===== config.mk =====
export PLATFORM = sky130hd
export DESIGN_NAME = touch_report_serial_framer
export DESIGN_NICKNAME = d
export VERILOG_FILES = /design/src/core/touch_report_pkg.sv /design/src/core/serial_char_tx.sv /design/src/core/touch_report_serial_framer.sv
export VERILOG_INCLUDE_DIRS = /design/src /design/src/core
export SDC_FILE = /design/constraint.sdc
export NUM_CORES = 1
export LEC_CHECK = 0
export ABC_AREA = 1
export BUFFER_PORTS_ARGS = -buffer_cell sky130_fd_sc_hd__buf_2
export CORE_ASPECT_RATIO = 0.6
export CORE_MARGIN = 2
export CORE_UTILIZATION = 60
export DETAILED_ROUTE_END_ITERATION = 16
export GPL_TIMING_DRIVEN = 0
export PLACE_DENSITY = 0.8
export SKIP_LAST_GASP = 1
export SYNTH_ARGS = -nofsm -noshare
export SYNTH_HDL_FRONTEND = slang
export SYNTH_SLANG_ARGS = --single-unit
export TNS_END_PERCENT = 1

===== constraint.sdc =====
create_clock -name ref_clk -period 3.24 [get_ports ref_clk]
set_clock_uncertainty 0.1 [all_clocks]
set_input_delay 0 -clock ref_clk [delete_from_list [all_inputs] [get_ports ref_clk]]
set_output_delay 0 -clock ref_clk [all_outputs]
set_load 0.02 [all_outputs]

===== src/core/touch_report_params.svh =====
// Constants for the touch report serial framer.
`ifndef TOUCH_REPORT_PARAMS_SVH
`define TOUCH_REPORT_PARAMS_SVH

// ****************************************************************
// Clock and line timing
// ****************************************************************
`define CLK_HZ 100000000
`define BAUD_RATE 9600
`define BIT_CYCLES (`CLK_HZ / `BAUD_RATE)
`define DATA_BITS 8
`define STOP_BITS 1

// ****************************************************************
// Packet layout
// ****************************************************************
`define PKT_BYTES 10
`define HDR0_BYTE 8'h55
`define HDR1_BYTE 8'h54
`define CHK_SEED 8'hAA

// ****************************************************************
// Report repetition and power-on timing
// ****************************************************************
`define REPORT_PERIOD_US 20000
`define REPORT_PERIOD_CYCLES (`REPORT_PERIOD_US * 100)
`define POWER_ON_US 100000
`define POWER_ON_CYCLES (`POWER_ON_US * 100)

`endif


===== src/core/touch_report_pkg.sv =====
// Types for the touch report serial framer.
package touch_report_pkg;

    typedef struct packed {
        logic [7:0] status;
        logic [15:0] x_coord;
        logic [15:0] y_coord;
        logic [15:0] z_coord;
    } touch_sample_t;

    typedef enum logic [3:0] {
        ST_POWERUP = 4'h1,
        ST_IDLE = 4'h2,
        ST_SEND = 4'h4,
        ST_WAIT = 4'h8
    } framer_state_t;

    typedef struct packed {
        logic [3:0] state;
        logic [3:0] bit_idx;
        logic [15:0] baud_cnt;
        logic [9:0] shift;
        logic busy;
        logic line;
    } uart_state_t;

endpackage


===== src/core/serial_char_tx.sv =====
// Asynchronous serial character transmitter, 8N1.
`timescale 1ns/100ps
`include "touch_report_params.svh"

module serial_char_tx (
    input wire logic ref_clk,
    input wire logic rst,
    input wire logic clk_en,
    input wire logic send_valid,
    input wire logic [7:0] send_data,
    output logic send_ready,
    output logic tx_line
);
    import touch_report_pkg::*;

    localparam logic [15:0] BIT_LAST = 16'(`BIT_CYCLES - 1);
    localparam logic [3:0] FRAME_LAST = 4'(`DATA_BITS + `STOP_BITS);

    uart_state_t s_r;
    uart_state_t s_nxt;

    always_comb begin
        s_nxt = s_r;
        if (!s_r.busy) begin
            if (send_valid) begin
                // Start bit low, data LSB first, stop bit high.
                s_nxt.shift = {1'b1, send_data, 1'b0};
                s_nxt.busy = 1'b1;
                s_nxt.bit_idx = 4'h0;
                s_nxt.baud_cnt = 16'h0000;
                s_nxt.line = 1'b0;
            end
        end else if (s_r.baud_cnt == BIT_LAST) begin
            s_nxt.baud_cnt = 16'h0000;
            if (s_r.bit_idx == FRAME_LAST) begin
                s_nxt.busy = 1'b0;
                s_nxt.line = 1'b1;
            end else begin
                s_nxt.bit_idx = s_r.bit_idx + 4'h1;
                s_nxt.shift = {1'b1, s_r.shift[9:1]};
                s_nxt.line = s_r.shift[1];
            end
        end else begin
            s_nxt.baud_cnt = s_r.baud_cnt + 16'h0001;
        end
    end

    always_ff @(posedge ref_clk) begin
        if (rst) begin
            s_r <= '{state: 4'h0, bit_idx: 4'h0, baud_cnt: 16'h0000,
                     shift: 10'h3FF, busy: 1'b0, line: 1'b1};
        end else if (clk_en) begin
            s_r <= s_nxt;
        end
    end

    assign send_ready = !s_r.busy;
    assign tx_line = s_r.line;
endmodule


===== src/core/touch_report_serial_framer.sv =====
// Touch report packet framer driving an 8N1 serial line.
`timescale 1ns/100ps
`include "touch_report_params.svh"

// Behaviour
// - Characters go out 9600 baud, eight data bits, one stop, no parity.
// - Line rate is fixed at 9600 baud, no selection.
// - Reports repeat at a constant rate while touched, none when untouched.
// - Ten bytes: 55h, 54h, status, X, Y, Z low/high pairs, checksum.
// - Data-set-ready rises after reset; clear-to-send after power-on delay.
module touch_report_serial_framer #(
    parameter int unsigned REPORT_CYCLES = `REPORT_PERIOD_CYCLES,
    parameter int unsigned POWERUP_CYCLES = `POWER_ON_CYCLES
) (
    input wire logic ref_clk,
    input wire logic rst,
    input wire logic clk_en,
    input wire logic touch_present,
    input wire touch_report_pkg::touch_sample_t sample,
    output logic tx_line,
    output logic dsr_line,
    output logic cts_line,
    output logic report_active
);
    import touch_report_pkg::*;

    // ****************************************************************
    // State
    // ****************************************************************
    typedef struct packed {
        framer_state_t state;
        logic [31:0] timer;
        logic [3:0] byte_idx;
        logic [7:0] check;
        touch_sample_t held;
        logic touch_m;
        logic touch_s;
        logic dsr;
        logic cts;
        logic send_valid;
        logic [7:0] send_data;
    } framer_t;

    framer_t f_r;
    framer_t f_nxt;
    logic send_ready;

    localparam logic [3:0] LAST_IDX = 4'(`PKT_BYTES - 1);

    // Picks the packet byte at a given position from the held sample.
    function automatic logic [7:0] pkt_byte(input logic [3:0] idx,
                                            input touch_sample_t smp,
                                            input logic [7:0] chk);
        case (idx)
            4'h0: pkt_byte = `HDR0_BYTE;
            4'h1: pkt_byte = `HDR1_BYTE;
            4'h2: pkt_byte = smp.status;
            4'h3: pkt_byte = smp.x_coord[7:0];
            4'h4: pkt_byte = smp.x_coord[15:8];
            4'h5: pkt_byte = smp.y_coord[7:0];
            4'h6: pkt_byte = smp.y_coord[15:8];
            4'h7: pkt_byte = smp.z_coord[7:0];
            4'h8: pkt_byte = smp.z_coord[15:8];
            default: pkt_byte = chk;
        endcase
    endfunction

    // ****************************************************************
    // Sequencing
    // ****************************************************************
    always_comb begin
        f_nxt = f_r;
        f_nxt.touch_m = touch_present;
        f_nxt.touch_s = f_r.touch_m;
        f_nxt.send_valid = 1'b0;
        f_nxt.dsr = 1'b1;
        if (f_r.timer != 32'h0) begin
            f_nxt.timer = f_r.timer - 32'h1;
        end
        case (f_r.state)
            ST_POWERUP: begin
                if (f_r.timer == 32'h0) begin
                    f_nxt.cts = 1'b1;
                    f_nxt.state = ST_IDLE;
                end
            end
            ST_IDLE: begin
                if (f_r.touch_s) begin
                    f_nxt.held = sample;
                    f_nxt.byte_idx = 4'h0;
                    f_nxt.check = `CHK_SEED;
                    f_nxt.timer = REPORT_CYCLES - 1;
                    f_nxt.state = ST_SEND;
                end
            end
            ST_SEND: begin
                if (send_ready && !f_r.send_valid) begin
                    f_nxt.send_valid = 1'b1;
                    f_nxt.send_data = pkt_byte(f_r.byte_idx, f_r.held, f_r.check);
                    if (f_r.byte_idx != LAST_IDX) begin
                        f_nxt.check = f_r.check + pkt_byte(f_r.byte_idx, f_r.held,
                                                            f_r.check);
                        f_nxt.byte_idx = f_r.byte_idx + 4'h1;
                    end else begin
                        f_nxt.state = ST_WAIT;
                    end
                end
            end
            ST_WAIT: begin
                // Constant repetition: next report starts REPORT_CYCLES + 1 enabled cycles after the last one started.
                if (f_r.timer == 32'h0) begin
                    f_nxt.state = ST_IDLE;
                end
            end
            default: begin
                f_nxt.state = ST_IDLE;
            end
        endcase
    end

    always_ff @(posedge ref_clk) begin
        if (rst) begin
            f_r <= '0;
            f_r.state <= ST_POWERUP;
            f_r.timer <= POWERUP_CYCLES;
        end else if (clk_en) begin
            f_r <= f_nxt;
        end
    end

    // ****************************************************************
    // Serial transmitter
    // ****************************************************************
    serial_char_tx u_tx (
        .ref_clk(ref_clk),
        .rst(rst),
        .clk_en(clk_en),
        .send_valid(f_r.send_valid),
        .send_data(f_r.send_data),
        .send_ready(send_ready),
        .tx_line(tx_line)
    );

    assign dsr_line = f_r.dsr;
    assign cts_line = f_r.cts;
    assign report_active = (f_r.state == ST_SEND) || (f_r.state == ST_WAIT);
endmodule


# Yosys cells after proc, flatten, opt, wreduce, memory -nomap -nowiden
# Cells that the tools add are included.
[totals] regBits=149 inputBits=60 out_inout_bits=4
[classes] n_addsub=5 n_eq_ne=22 mux=25 n_reduce_logical=18
[op_table] operator="2-to-1 mux 32 bit" n=4
[op_table] operator="2-to-1 mux 104 bit" n=1
[op_table] operator="one-hot mux 8 bit (9 select lines)" n=1
[op_table] operator="2-to-1 mux 12 bit" n=3
[op_table] operator="zero test 32 bit" n=1
[op_table] operator="nonzero test 32 bit" n=1
[op_table] operator="subtractor 32 x 1 -> 32 bit, second input constant" n=1
[op_table] operator="2-to-1 mux 8 bit" n=3
[op_table] operator="one-hot mux 12 bit (2 select lines)" n=1
[op_table] operator="== test 4 x 3 -> 1 bit, second input constant" n=5
[op_table] operator="2-to-1 mux 4 bit" n=5
[op_table] operator="2-to-1 mux 9 bit" n=2
[op_table] operator="adder 16 x 1 -> 16 bit, second input constant" n=1
[op_table] operator="== test 16 x 14 -> 1 bit, second input constant" n=1
[op_table] operator="2-to-1 mux 16 bit" n=1
[op_table] operator="== test 4 x 2 -> 1 bit, second input constant" n=3
[op_table] operator="== test 4 bit, second input constant" n=3
[op_table] operator="!= test 2 bit, second input constant" n=6
[op_table] operator="one-hot mux 4 bit (3 select lines)" n=1
[op_table] operator="AND reduction 3 bit" n=4
[op_table] operator="2-to-1 mux 10 bit" n=1
[op_table] operator="AND reduction 5 bit" n=2
[op_table] operator="adder 4 x 1 -> 4 bit, second input constant" n=2
[op_table] operator="adder 8 bit" n=1
[op_table] operator="other kinds (12)" n=16

# Logic depth before layout (Yosys ltp)
# Gate-level depths: netlist of the first run.
[logic_depth] depth_word=9 depth_mapped=22

# Hierarchy
# A second synthesis of the first run with hierarchy kept.
[hier_totals] hier_cells=1151 area_unflattened_um2=8110.3
[by_module_without_submodules] module="touch_report_serial_framer" n_inst=1 cells_each=872 area_each_um2=6167.2
[by_module_without_submodules] module="serial_char_tx" n_inst=1 cells_each=279 area_each_um2=1943.1

# Least setup slack after synthesis of the first run
# No wires, ideal clock.
[synth_timing] path_type="register to register" from="register f_r[77] (netlist bit)" to="register f_r[75] (netlist bit)" arrival_time_ps=2720 setup_slack_ps=288 path_stages_with_launch=22 n_path_buf=1 cell_sequence="dfxtp_1 inv_1 ha_1 inv_1 nand2_1 nand2_1 nand2_1 nor2_1 nand2_4 buf_6 o21ai_1 inv_1 ha_1 fa_1 nand3_1 nand2_1 nand2_1 nand2_1 a21oi_1 a21oi_1 o21ai_0 a21oi_1"
[synth_via] elab_chain_len=9 word_cells_on_any_way=20 classes_between="add/sub: 1; eq/ne: 10; mux: 7; reduce/logical: 2"
[synth_lines] element="start, declared" line_no="touch_report_serial_framer.sv:44" source="framer_t f_r;"
[synth_lines] element="start signal, assigned" line_no="touch_report_serial_framer.sv:127" source="f_r <= f_nxt;"
[synth_lines] element="== test 4 bit (tied with other cells)" line_no="touch_report_serial_framer.sv:54" source="case (idx)"
[synth_lines] element="one-hot mux 8 bit (9 select lines)" line_no="touch_report_serial_framer.sv:54"
[synth_lines] element="2-to-1 mux 8 bit" line_no="touch_report_serial_framer.sv:100" source="if (f_r.byte_idx != LAST_IDX) begin"
[synth_lines] element="2-to-1 mux 8 bit" line_no="touch_report_serial_framer.sv:97" source="if (send_ready && !f_r.send_valid) begin"
[synth_lines] element="2-to-1 mux 8 bit" line_no="touch_report_serial_framer.sv:80" source="case (f_r.state)"
[synth_lines] element="adder 8 bit" line_no="touch_report_serial_framer.sv:101" source="f_nxt.check = f_r.check + pkt_byte(f_r.byte_idx, f_r.held,"
[synth_lines] element="2-to-1 mux 12 bit" line_no="touch_report_serial_framer.sv:100"
[synth_lines] element="2-to-1 mux 12 bit" line_no="touch_report_serial_framer.sv:97"
[synth_lines] element="one-hot mux 12 bit (2 select lines)" line_no="touch_report_serial_framer.sv:80"
# Several ways; a longest one is shown, not always the timed one. The select of a mux whose other input is x is not followed.
# A chain may end at the register's enable or synchronous reset.

# Worst setup path after layout of the first run
[layout_timing] from="register f_r[77] (netlist bit)" to="register f_r[76] (netlist bit)"
# Same word-level chain as after synthesis.

==> results.rst, run 1 <==
.. list-table::
   :header-rows: 1

   * - Metric
     - Value
   * - Run status
     - completed
   * - Crit path DAT
     - 3360 ps
   * - Fin crit share
     - 95.9%
   * - Logic gate share of total power
     - 9.3%
   * - Clock tree from TritonCTS
     - done
   * - Number of nets produced by synthesis
     - 1183
   * - Average via count per standard cell
     - 5.65
   * - I/O Buffers
     - between 60 and 70
   * - Power Dens Cells
     - 439 nW/µm²
   * - Largest net degree at the start of global routing
     - 17
   * - Worst-Skew Late Latency
     - 420 ps
   * - Synthesized flop and latch total
     - 148
   * - Sw Ratio
     - 26.2%
   * - Vertical die dimension
     - about 92 µm
   * - Final critical delay including setup and external delays
     - between 3000 and 4000 ps
   * - Dpl cells
     - around 1300
   * - R2R setup slack
     - 130 ps
   * - Ant diodes
     - 0
   * - Overflow left after global routing
     - 0
   * - Reg2reg end
     - f_r[76]$_SDFFE_PP0P_
   * - Maximum fanout encountered on the critical timing path
     - 8
   * - Setup violations, final
     - 0
   * - DR pass1 iterations
     - 7
   * - First-pass GRT wire length
     - 36200 µm
   * - Number of cells on the worst reg-to-reg path
     - 20
   * - Number of global-route vias before repair
     - 7263
   * - Clk pin slew, worst setup/hold paths
     - 60 ps
   * - Worst supply voltage drop on vdd
     - 0.394 mV
   * - Max Buffers Root-to-Sink
     - 2
   * - Worst r2r src
     - f_r[77]$_SDFFE_PP0P_
   * - Share of power burned in the clock network
     - ~46%
   * - DRC violation total after the first TritonRoute iteration
     - 905
   * - Number of failing hold endpoints at the final stage
     - 0
   * - Worst hold path type
     - input pin to flip-flop
   * - Clock sink count
     - ~150
   * - Cell accounting for the most synthesized area
     - dfxtp_1
   * - Slew Limit Fails
     - 0
   * - Power dissipated by switching net loads
     - 1.10 mW
   * - Boundary Pins
     - 64
   * - Half-perimeter wire length of the detailed placement result
     - 14800 µm
   * - Standby leakage power
     - 3.82 nW
   * - Layout area overhead
     - 23.8%
   * - Nature of the critical path startpoint
     - flip-flop
   * - Number of nets at the end of the flow
     - 1326
   * - Max-cap viol count
     - 0
   * - Endpoint with the worst hold slack
     - dsr_line$_SDFFE_PP0P_
   * - Number of antenna violations at the first check in global routing
     - 0
   * - Critical Path RT
     - between 3000 and 4000 ps
   * - Start point of the worst min-delay path
     - rst
   * - Chip width
     - 150 µm
   * - Overall Global Routing Usage
     - 33.2%
   * - Layout Cell Area excl Fill
     - 9560 µm²
   * - Max-slew headroom
     - 55.2%
   * - Placeable core region
     - 12700 µm²
   * - CTS Root Cell
     - clkbuf_16
   * - Share of layout cells above drive strength 1
     - 15.5%
   * - Core Rows
     - 32
   * - Cell internal pwr
     - 3.09 mW
   * - Share of the synthesized area in the top cell type
     - between 30% and 40%
   * - Number of remaining DRC errors
     - 0
   * - Total number of H-tree levels
     - 4
   * - Placer's final routability congestion estimate
     - 0.957
   * - Number of buffers created by CTS
     - 17
   * - Post-synth design cell area
     - 7720 µm²
   * - Avg Synthesized Cell Area
     - roughly 7 µm²
   * - Proportion of synthesized chip area in sequential cells
     - 38.4%
   * - Critical path start-end classification
     - flip-flop to flip-flop
   * - Actual slew at the worst max-slew pin
     - 672 ps
   * - Part of the power in registers
     - 44.9%
   * - Count of non-filler cells in the finished layout
     - 1432
   * - Count of unique library cells instantiated by Yosys
     - 43
   * - Total cell area at the placement stage
     - 8240 µm²
   * - Detailed-route wire length per cell
     - 15.9 µm
   * - Top cells by area in the synthesized netlist
     - dfxtp_1, nand2_1, nor2_1, a21oi_1, inv_1
   * - Final wirelength
     - 22800 µm
   * - Antenna-violating nets left
     - 0
   * - WHS Path Cells
     - 3
   * - Effective utilization at floorplan
     - 60.8%
   * - Highest clock rate
     - approximately 0.32 GHz
   * - Endpoint type of the worst setup path
     - flip-flop
   * - Die ar.
     - 13800 µm²
   * - Count of warnings emitted by yosys
     - 0
   * - Total via count in the routed design
     - 8084
   * - Gate count after technology mapping
     - ~1100
[worst max path at each step]
stage / slack, ps / startpoint / to
finish: 130 / f_r[77]$_SDFFE_PP0P_ / f_r[76]$_SDFFE_PP0P_
global placement: -130 / f_r[77]$_SDFFE_PP0P_ / f_r[75]$_SDFFE_PP0P_
detailed placement: -160 / f_r[77]$_SDFFE_PP0P_ / f_r[75]$_SDFFE_PP0P_
floorplan: 290 / f_r[77]$_SDFFE_PP0P_ / f_r[75]$_SDFFE_PP0P_
global route: -80 / f_r[77]$_SDFFE_PP0P_ / f_r[75]$_SDFFE_PP0P_
CTS: 9 / f_r[77]$_SDFFE_PP0P_ / f_r[75]$_SDFFE_PP0P_
[state kept, by name, indices dropped and copies added, names as in the netlist]
signal	flops
u_tx.tx_line	1
cts_line	1
dsr_line	1
f_r	114
f_nxt	1
u_tx.s_r	30
[cell families after synthesis]
logic type	synth area share, %
adders and majority gates	2.85
AOI/OAI and AO/OA	17.1
and+or+nand+nor	29.8
xor gates and xnor gates	1.47
buffers and inverters	10.4
DFF	38.4
[layout make-up]
cell class	count	area, µm²
sequential	148	2970
buffer	41	250
inverter	147	559
fill	948	3140
clock inverter	14	128
multi-input combinational	770	4060
clock buffer	18	439
tap	170	213
timing repair buffer	124	938
[metal layers]
layer | vias up | wire [µm] | track usage [%]
li1 | 3916 | - | -
met1 | 3686 | 10400 | 50.0
met2 | 446 | 9470 | 47.1
met3 | 36 | 2630 | 8.11
met4 | 0 | 285 | 7.94
met5 | - | 0 | 0
[synthesized netlist by cell type, drive strengths merged]
master    n
xor2     13
nor2    164
fa        1
inv     146
or2       4
a31o      6
nor4      6
a31oi     4
o21ai    96
nand2   192
o211ai    2
nand4    22
o21a      1
nand3    67
nor3     35
o311ai    1
o21bai    1
a211oi    2
nor3b     2
dfxtp   148
o22ai    21
clkinv    1
nand3b    3
ha       16
clkbuf   23
a21oi   110
buf      18
o31ai     1
[power by group through the flow]
stage               sequential [mW]  combinational, mW  clock (mW)
floorplan                      1.92              0.215           0
global placement               1.92              0.306           0
detailed placement             1.92              0.310           0
CTS                            1.88              0.367        1.92
global route                   1.88              0.427        2.00
finish                         1.88              0.389        1.92
[metrics by stage]
stage | power [mW] | TNS, ps | worst slack [ps] | hold WS (ps) | util (%)
global placement | 2.23 | -140 | -129 | 133 | 65.0
CTS | 4.16 | 0 | 8.62 | 89.3 | 74.3
floorplan | 2.13 | 0 | 288 | 34.9 | -
finish | 4.19 | 0 | 132 | 106 | 75.3
detailed placement | 2.23 | -188 | -155 | 134 | 65.0
global route | 4.31 | -83.2 | -83.2 | 130 | 75.3
[cell usage in the layout, fill, tap and decap left out, drive strengths merged, types with 2 or more instances in the layout]
cell / instances
nor3b: 2
clkinv: 9
buf: 83
nor3: 35
o22ai: 21
ha: 16
a31oi: 4
dlygate4sd3: 58
inv: 150
nand4: 22
nor2: 164
clkbuf: 42
a21oi: 110
nor4: 6
dfxtp: 148
o211ai: 2
or2: 4
xor2: 13
nand3b: 3
nand3: 67
a211oi: 2
o21ai: 96
nand2: 192
a31o: 6
[repair_timing]
item / CTS / global route
hold buffers: 58 / 0
endpoints found under the setup margin: 4 / 4
gates resized for setup: 9 / 25
setup buffers: 0 / 3
pin swaps: 1 / 5
hold endpoints to repair: 61 / 0
cloned: 0 / 1
[worst max-delay path, cell delays in order (launching register included)]
cell	delay, ps
dfxtp_4	390
inv_4	60
ha_4	200
inv_2	70
nand2_1	60
nand2_2	100
nand2_2	80
nor2_4	120
nand2_4	120
buf_8	150
a31o_1	240
inv_1	60
ha_1	280
a21oi_1	250
or2_2	150
nand3_1	130
nand2_1	90
nand2_1	60
nand3_1	90
nand3_1	90
a21oi_1	140
Power figures use the tool's default switching activity.
==> inputs of run 2 (changes only) <==
--- a/config.mk
+++ b/config.mk
@@ -8,12 +8,14 @@
 export LEC_CHECK = 0
 export ABC_AREA = 1
 export BUFFER_PORTS_ARGS = -buffer_cell sky130_fd_sc_hd__buf_2
+export CELL_PAD_IN_SITES_DETAIL_PLACEMENT = 1
+export CELL_PAD_IN_SITES_GLOBAL_PLACEMENT = 2
 export CORE_ASPECT_RATIO = 0.6
 export CORE_MARGIN = 2
-export CORE_UTILIZATION = 60
+export CORE_UTILIZATION = 34
 export DETAILED_ROUTE_END_ITERATION = 16
 export GPL_TIMING_DRIVEN = 0
-export PLACE_DENSITY = 0.8
+export PLACE_DENSITY_LB_ADDON = 0.1
 export SKIP_LAST_GASP = 1
 export SYNTH_ARGS = -nofsm -noshare
 export SYNTH_HDL_FRONTEND = slang
==> results.rst, run 2 (synthesized netlist as in run 1, its figures left out) <==
.. list-table::
   :header-rows: 1

   * - Metric
     - Value
   * - Number of global-route vias before repair
     - 7764
   * - CTS Root Cell
     - clkbuf_16
   * - Power dissipated by switching net loads
     - around 1.1 mW
   * - Max Buffers Root-to-Sink
     - 2
   * - Worst supply voltage drop on vdd
     - 0.381 mV
   * - Part of the power in registers
     - 41.0%
   * - Share of power burned in the clock network
     - roughly 51%
   * - Die ar.
     - 24000 µm²
   * - Placeable core region
     - approximately 22000 µm²
   * - Worst-Skew Late Latency
     - 450 ps
   * - Top library cells by usage in the layout, fill and taps aside
     - nand2_1, nor2_1, dfxtp_1
   * - Area of the multi-input gates
     - 4130 µm²
   * - Routed metal-1 wirelength
     - 15400 µm
   * - Critical path start-end classification
     - flip-flop to flip-flop
   * - Final critical delay including setup and external delays
     - 3160 ps
   * - Share of layout cells above drive strength 1
     - 16.9%
   * - Critical Path RT
     - 3440 ps
   * - Number of buffers created by CTS
     - 17
   * - Average via count per standard cell
     - 4.93
   * - Power Dens Cells
     - approximately 460 nW/µm²
   * - Max reg flops
     - around 110
   * - Slowest cell on the critical path
     - dfxtp_4
   * - Run status
     - completed
   * - Largest net degree at the start of global routing
     - 17
   * - Clk pin slew, worst setup/hold paths
     - 60 ps
   * - Core Rows
     - 42
   * - Total via count in the routed design
     - 7787
   * - Worst hold path type
     - input pin to flip-flop
   * - Clock tree from TritonCTS
     - done
   * - Overall Global Routing Usage
     - 23.9%
   * - Clock sink count
     - 148
   * - Actual slew at the worst max-slew pin
     - between 700 and 800 ps
   * - Boundary Pins
     - 64
   * - Nature of the critical path startpoint
     - flip-flop
   * - Standby leakage power
     - between 3 and 4 nW
   * - Total number of H-tree levels
     - 4
   * - Number of remaining DRC errors
     - 0
   * - DR pass1 iterations
     - 4
   * - Final wirelength
     - 27200 µm
   * - Setup violations, final
     - 0
   * - Delay of the slowest cell on the worst path
     - 400 ps
   * - Max-cap viol count
     - 0
   * - Placer's final routability congestion estimate
     - slightly above 0.8
   * - Fin crit share
     - 97.4%
   * - Chip width
     - 199 µm
   * - Ant diodes
     - 0
   * - Cell internal pwr
     - 3.49 mW
   * - Sw Ratio
     - between 20% and 30%
   * - Slew Limit Fails
     - 0
   * - Detailed-route wire length per cell
     - 17.2 µm
   * - Number of failing hold endpoints at the final stage
     - 0
   * - Antenna-violating nets left
     - 0
   * - Top layer used by detailed routing
     - met4
   * - Overflow left after global routing
     - 0
   * - First-pass GRT wire length
     - 43400 µm
   * - Most repeated library cell on the critical path
     - nand2_2
   * - Post-Route Setup TNS
     - 0 ps
   * - Max-slew headroom
     - 53.0%
   * - Filler cells
     - between 2000 and 3000
   * - Largest registers ranked by flip-flop count
     - f_r (114), u_tx.s_r (30)
   * - Maximum fanout encountered on the critical timing path
     - 7
   * - Leading cell type in the layout, fill and taps excluded
     - nand2_1
   * - Logic gate share of total power
     - 8.5%
   * - Register with the highest flop count
     - f_r
   * - Effective utilization at floorplan
     - 34.8%
   * - Number of nets at the end of the flow
     - 1334
   * - Highest clock rate
     - 0.317 GHz
   * - Crit path DAT
     - about 3400 ps
   * - Layout area overhead
     - 29.1%
   * - DRC violation total after the first TritonRoute iteration
     - 375
   * - Met3 layer wire length in the routed design
     - about 1100 µm
   * - Half-perimeter wire length of the detailed placement result
     - 19700 µm
   * - Count of non-filler cells in the finished layout
     - 1578
   * - Dpl cells
     - 1476
   * - Met2 wirelength from detailed routing
     - 10500 µm
   * - Vertical die dimension
     - 121 µm
   * - I/O Buffers
     - 62
   * - Number of antenna violations at the first check in global routing
     - 0
   * - Cells traversed along the worst timing path
     - inv_2, ha_4, inv_1, nand2_1, nand2_2, nand2_2, nor2_4, nand2_4, clkbuf_16, o21ai_2, inv_2, ha_4, fa_2, nand3_2, nand2_2, nand2_2, nand2_2, a21oi_4, a21oi_2, o21ai_0, a21oi_1
   * - Endpoint type of the worst setup path
     - flip-flop
   * - Setup repair after global routing missed its margin
     - yes
   * - Combined flip-flop and latch cell area
     - 2970 µm²
run 2: metal layers:
layer	vias up	GRT usage (%)
li1	3948	-
met1	3712	37.8
met2	112	32.2
met3	15	5.41
met4	0	4.90
met5	-	0
run 2: area by class of cell:
| class | instances | share of cell area [%] |
|---|---|---|
| Buffer | 41 | 2.51 |
| Inverter | 147 | 5.58 |
| Multi-Input combinational cell | 770 | 41.4 |
| Sequential cell | 148 | 29.8 |
| Clock inverter | 9 | 1.71 |
| Clock buffer | 23 | 5.10 |
| Timing Repair Buffer | 132 | 10.0 |
| Tap cell | 308 | 3.87 |
run 2: power groups by stage:
stage               clock network (mW)  logic (mW)  registers, mW
finish                            2.32       0.389           1.88
global route                      2.45       0.442           1.89
CTS                               2.36       0.386           1.88
detailed placement                   0       0.332           1.92
global placement                     0       0.329           1.92
floorplan                            0       0.215           1.92
run 2: stage by stage:
| step | util (%) | setup WS, ps | total power [mW] | hold WS, ps | cell area (µm²) |
|---|---|---|---|---|---|
| 3_3_place_gp | 38.0 | -256 | 2.25 | 146 | 8420 |
| 3_5_place_dp | 38.0 | -301 | 2.26 | 156 | 8420 |
| 6_report | 45.0 | 85.0 | 4.59 | 88.6 | 9970 |
| 5_1_grt | 45.0 | -77.0 | 4.78 | 137 | 9970 |
| 4_1_cts | 44.0 | -7.22 | 4.62 | 103 | 9770 |
| 2_1_floorplan | - | 288 | 2.13 | 34.9 | 7720 |
run 2: final timing paths:
check / from / endpoint / slack (ps) / depth (start not counted)
max reg2reg: f_r[78]$_SDFFE_PP0P_ / f_r[75]$_SDFFE_PP0P_ / 80 / 21
max: f_r[78]$_SDFFE_PP0P_ / f_r[75]$_SDFFE_PP0P_ / 80 / 21
min: rst / f_r[8]$_SDFFE_PP0P_ / 90 / 3
min reg2reg: u_tx.s_r[11]$_SDFFE_PP1P_ / u_tx.s_r[11]$_SDFFE_PP1P_ / 350 / 2
run 2: timing repair:
| action | CTS | global route |
|---|---|---|
| cloned | 0 | 1 |
| setup buffers | 1 | 10 |
| hold buffers | 58 | 0 |
| gates resized for setup | 21 | 25 |
| setup endpoints to repair | 5 | 5 |
| pin swaps | 1 | 6 |
| endpoints found under the hold margin | 61 | 0 |
run 2: critical path, delay by kind of cell, from the launching register on:
kind,cells,cell delay (ps)
DFF,1,400
and+or+nand+nor,9,790
adders and majority gates,3,750
AOI/OAI and AO/OA,5,570
buffers and inverters,4,390
==> inputs of run 3 (changes only) <==
--- a/config.mk
+++ b/config.mk
@@ -15,7 +15,8 @@
 export CORE_UTILIZATION = 34
 export DETAILED_ROUTE_END_ITERATION = 16
 export GPL_TIMING_DRIVEN = 0
-export PLACE_DENSITY_LB_ADDON = 0.1
+export PLACE_DENSITY = 0.79
+export SETUP_SLACK_MARGIN = 0.4
 export SKIP_LAST_GASP = 1
 export SYNTH_ARGS = -nofsm -noshare
 export SYNTH_HDL_FRONTEND = slang
==> results.rst, run 3 (synthesized netlist as in run 1, its figures left out) <==
.. list-table::
   :header-rows: 1

   * - Metric
     - Value
   * - Run status
     - completed
   * - Highest clock rate
     - 0.331 GHz
   * - CTS Root Cell
     - clkbuf_16
   * - WHS Path Cells
     - 3
   * - Delay of the slowest cell on the worst path
     - 360 ps
   * - Clock tree from TritonCTS
     - done
   * - Worst setup path start
     - f_r[78]$_SDFFE_PP0P_
   * - Number of failing hold endpoints at the final stage
     - 0
   * - Average via count per standard cell
     - 4.99
   * - DRC violation total after the first TritonRoute iteration
     - 479
   * - Endpoint with the worst hold slack
     - dsr_line$_SDFFE_PP0P_
   * - First-pass GRT wire length
     - 44500 µm
   * - Half-perimeter wire length of the detailed placement result
     - 19700 µm
   * - Placer's final routability congestion estimate
     - 0.814
   * - Power dissipated by switching net loads
     - 1.10 mW
   * - Worst path buffer plus inverter count
     - 4
   * - Max-slew headroom
     - between 50% and 60%
   * - Max-cap viol count
     - 0
   * - Max Buffers Root-to-Sink
     - 2
   * - Standby leakage power
     - 4.03 nW
   * - Start point of the worst min-delay path
     - rst
   * - Number of remaining DRC errors
     - 0
   * - Slew Limit Fails
     - 0
   * - Worst hold path type
     - input pin to flip-flop
   * - Overflow left after global routing
     - 0
   * - Logic gate share of total power
     - under 10%
   * - Cells traversed along the worst timing path
     - buf_12, ha_4, nand3_4, nand2_2, nor2_4, nand2_4, buf_8, a31o_1, inv_1, ha_4, buf_12, nand3_1, nand2_1, a31oi_2, nand3_1, nand3_1, a21oi_2
   * - Number of antenna violations at the first check in global routing
     - 1
   * - Share of power burned in the clock network
     - 47.8%
   * - Chip width
     - between 150 and 200 µm
   * - Power Dens Cells
     - 422 nW/µm²
   * - Vertical die dimension
     - 121 µm
   * - Number of nets at the end of the flow
     - 1357
   * - Worst supply voltage drop on vdd
     - 0.415 mV
   * - Total number of H-tree levels
     - 4
   * - Worst r2r src
     - f_r[78]$_SDFFE_PP0P_
   * - Largest registers ranked by flip-flop count
     - f_r (114), u_tx.s_r (30)
   * - Layout area overhead
     - 33.7%
   * - Setup violations, final
     - 0
   * - Maximum fanout encountered on the critical timing path
     - 8
   * - Max reg flops
     - 114
   * - Top library cells by usage in the layout, fill and taps aside
     - nand2_1, dfxtp_1, nor2_1
   * - Detailed-route wire length per cell
     - 17.4 µm
   * - Critical path start-end classification
     - flip-flop to flip-flop
   * - I/O Buffers
     - 62
   * - Register with the highest flop count
     - f_r
   * - Nature of the critical path startpoint
     - flip-flop
   * - Die ar.
     - 24000 µm²
   * - Most repeated library cell on the critical path
     - nand3_1
   * - Placeable core region
     - 22200 µm²
   * - Actual slew at the worst max-slew pin
     - just over 700 ps
   * - Minimum setup slack in the final design
     - between 200 and 250 ps
   * - Endpoint type of the worst setup path
     - flip-flop
   * - Clk pin slew, worst setup/hold paths
     - ~60 ps
   * - Number of cells on the worst reg-to-reg path
     - 17
   * - Boundary Pins
     - 64
   * - Number of global-route vias before repair
     - 8006
   * - Cell class contributing the biggest share of worst-path delay
     - simple AND/OR/NAND/NOR gates
   * - Critical Path RT
     - 3440 ps
   * - Crit path DAT
     - 3220 ps
   * - Antenna-violating nets left
     - 0
   * - Number of buffers created by CTS
     - 17
   * - Count of non-filler cells in the finished layout
     - 1600
   * - Final wirelength
     - 27800 µm
   * - Effective utilization at floorplan
     - a little over a third
   * - Core Rows
     - 42
   * - R2R setup slack
     - between 200 and 250 ps
   * - Dpl cells
     - approximately 1500
   * - Reg2reg end
     - f_r[76]$_SDFFE_PP0P_
   * - Part of the power in registers
     - 43.2%
   * - Total via count in the routed design
     - 7979
   * - Worst-Skew Late Latency
     - 450 ps
   * - Ant diodes
     - 0
   * - Cell internal pwr
     - 3.26 mW
   * - Overall Global Routing Usage
     - 24.4%
   * - Leading cell type in the layout, fill and taps excluded
     - nand2_1
   * - Clock sink count
     - roughly 150
   * - Largest net degree at the start of global routing
     - 17
   * - Final critical delay including setup and external delays
     - 3020 ps
   * - Slowest cell on the critical path
     - dfxtp_4
   * - DR pass1 iterations
     - 7
   * - Setup repair after global routing missed its margin
     - yes
   * - Share of layout cells above drive strength 1
     - 20.0%
   * - Sw Ratio
     - 25.2%
   * - Setup slack at placement
     - -189 ps
   * - Fin crit share
     - between 90% and 100%
[run 3: cell types whose count changed in the layout (fill, tap and decap cells not counted), moves of 4 or more]
cell / previous run / this run
inv_2: 12 / 16
buf_4: 14 / 26
buf_6: 9 / 14
ha_4: 6 / 10
inv_1: 132 / 128
nor2_1: 145 / 141
ha_1: 9 / 5
nor2_2: 10 / 14
buf_12: 0 / 7
[run 3: worst reg2reg max path: stages, from the launching register on]
cell,delay (ps)
dfxtp_4,360
buf_12,130
ha_4,190
nand3_4,160
nand2_2,90
nor2_4,170
nand2_4,90
buf_8,150
a31o_1,250
inv_1,110
ha_4,230
buf_12,130
nand3_1,100
nand2_1,140
a31oi_2,210
nand3_1,100
nand3_1,110
a21oi_2,60
[run 3: stage by stage]
stage,utilization (%),TNS [ps],hold slack (ps),cell area (µm²),total power [mW]
6_report,46.5,0,95.1,10300,4.36
5_1_grt,46.5,0,129,10300,4.52
4_1_cts,46.1,0,97.8,10200,4.37
3_5_place_dp,38.1,-377,155,8440,2.26
3_3_place_gp,38.1,-380,145,8440,2.25
2_1_floorplan,-,0,34.9,7740,2.13
[run 3: per-layer routing]
layer	GRT usage [%]	up-vias	share of wire [%]
met3	4.88	13	3.9
met1	38.0	3856	56
met2	34.5	123	40
li1	-	3987	-
met4	4.34	0	0.62
met5	0	-	0
[run 3: what timing repair did]
| action | 4_1_cts | 5_1_grt |
|---|---|---|
| hold buffers | 58 | 0 |
| setup buffers | 31 | 4 |
| pin swaps | 24 | 19 |
| gates resized for setup | 58 | 19 |
| endpoints found under the hold margin | 61 | 0 |
| setup endpoints to repair | 7 | 7 |
[run 3: layout make-up]
| type | count | area, µm² |
|---|---|---|
| tap | 308 | 385 |
| fill | 2824 | 11900 |
| multi-input combinational | 770 | 4290 |
| timing repair buffer | 155 | 1260 |
| clock buffer | 23 | 508 |
| clock inverter | 8 | 97.6 |
| buffer | 41 | 254 |
| sequential | 148 | 2970 |
| inverter | 147 | 559 |
[run 3: power groups by stage]
stage	logic (mW)	clock network (mW)	registers (mW)
final	0.391	2.08	1.88
after global routing	0.443	2.19	1.89
after CTS	0.387	2.10	1.88
after detailed placement	0.332	0	1.92
after global placement	0.327	0	1.92
after floorplan	0.215	0	1.92
[run 3: worst max-delay path by stage]
stage                     cells past startpoint              endpoint  slack (ps)
final                                        17  f_r[76]$_SDFFE_PP0P_         220
after global routing                         21  f_r[75]$_SDFFE_PP0P_          80
after CTS                                    21  f_r[75]$_SDFFE_PP0P_         270
after detailed placement                     18  f_r[75]$_SDFFE_PP0P_        -190
after global placement                       18  f_r[75]$_SDFFE_PP0P_        -190
after floorplan                              21  f_r[75]$_SDFFE_PP0P_         410
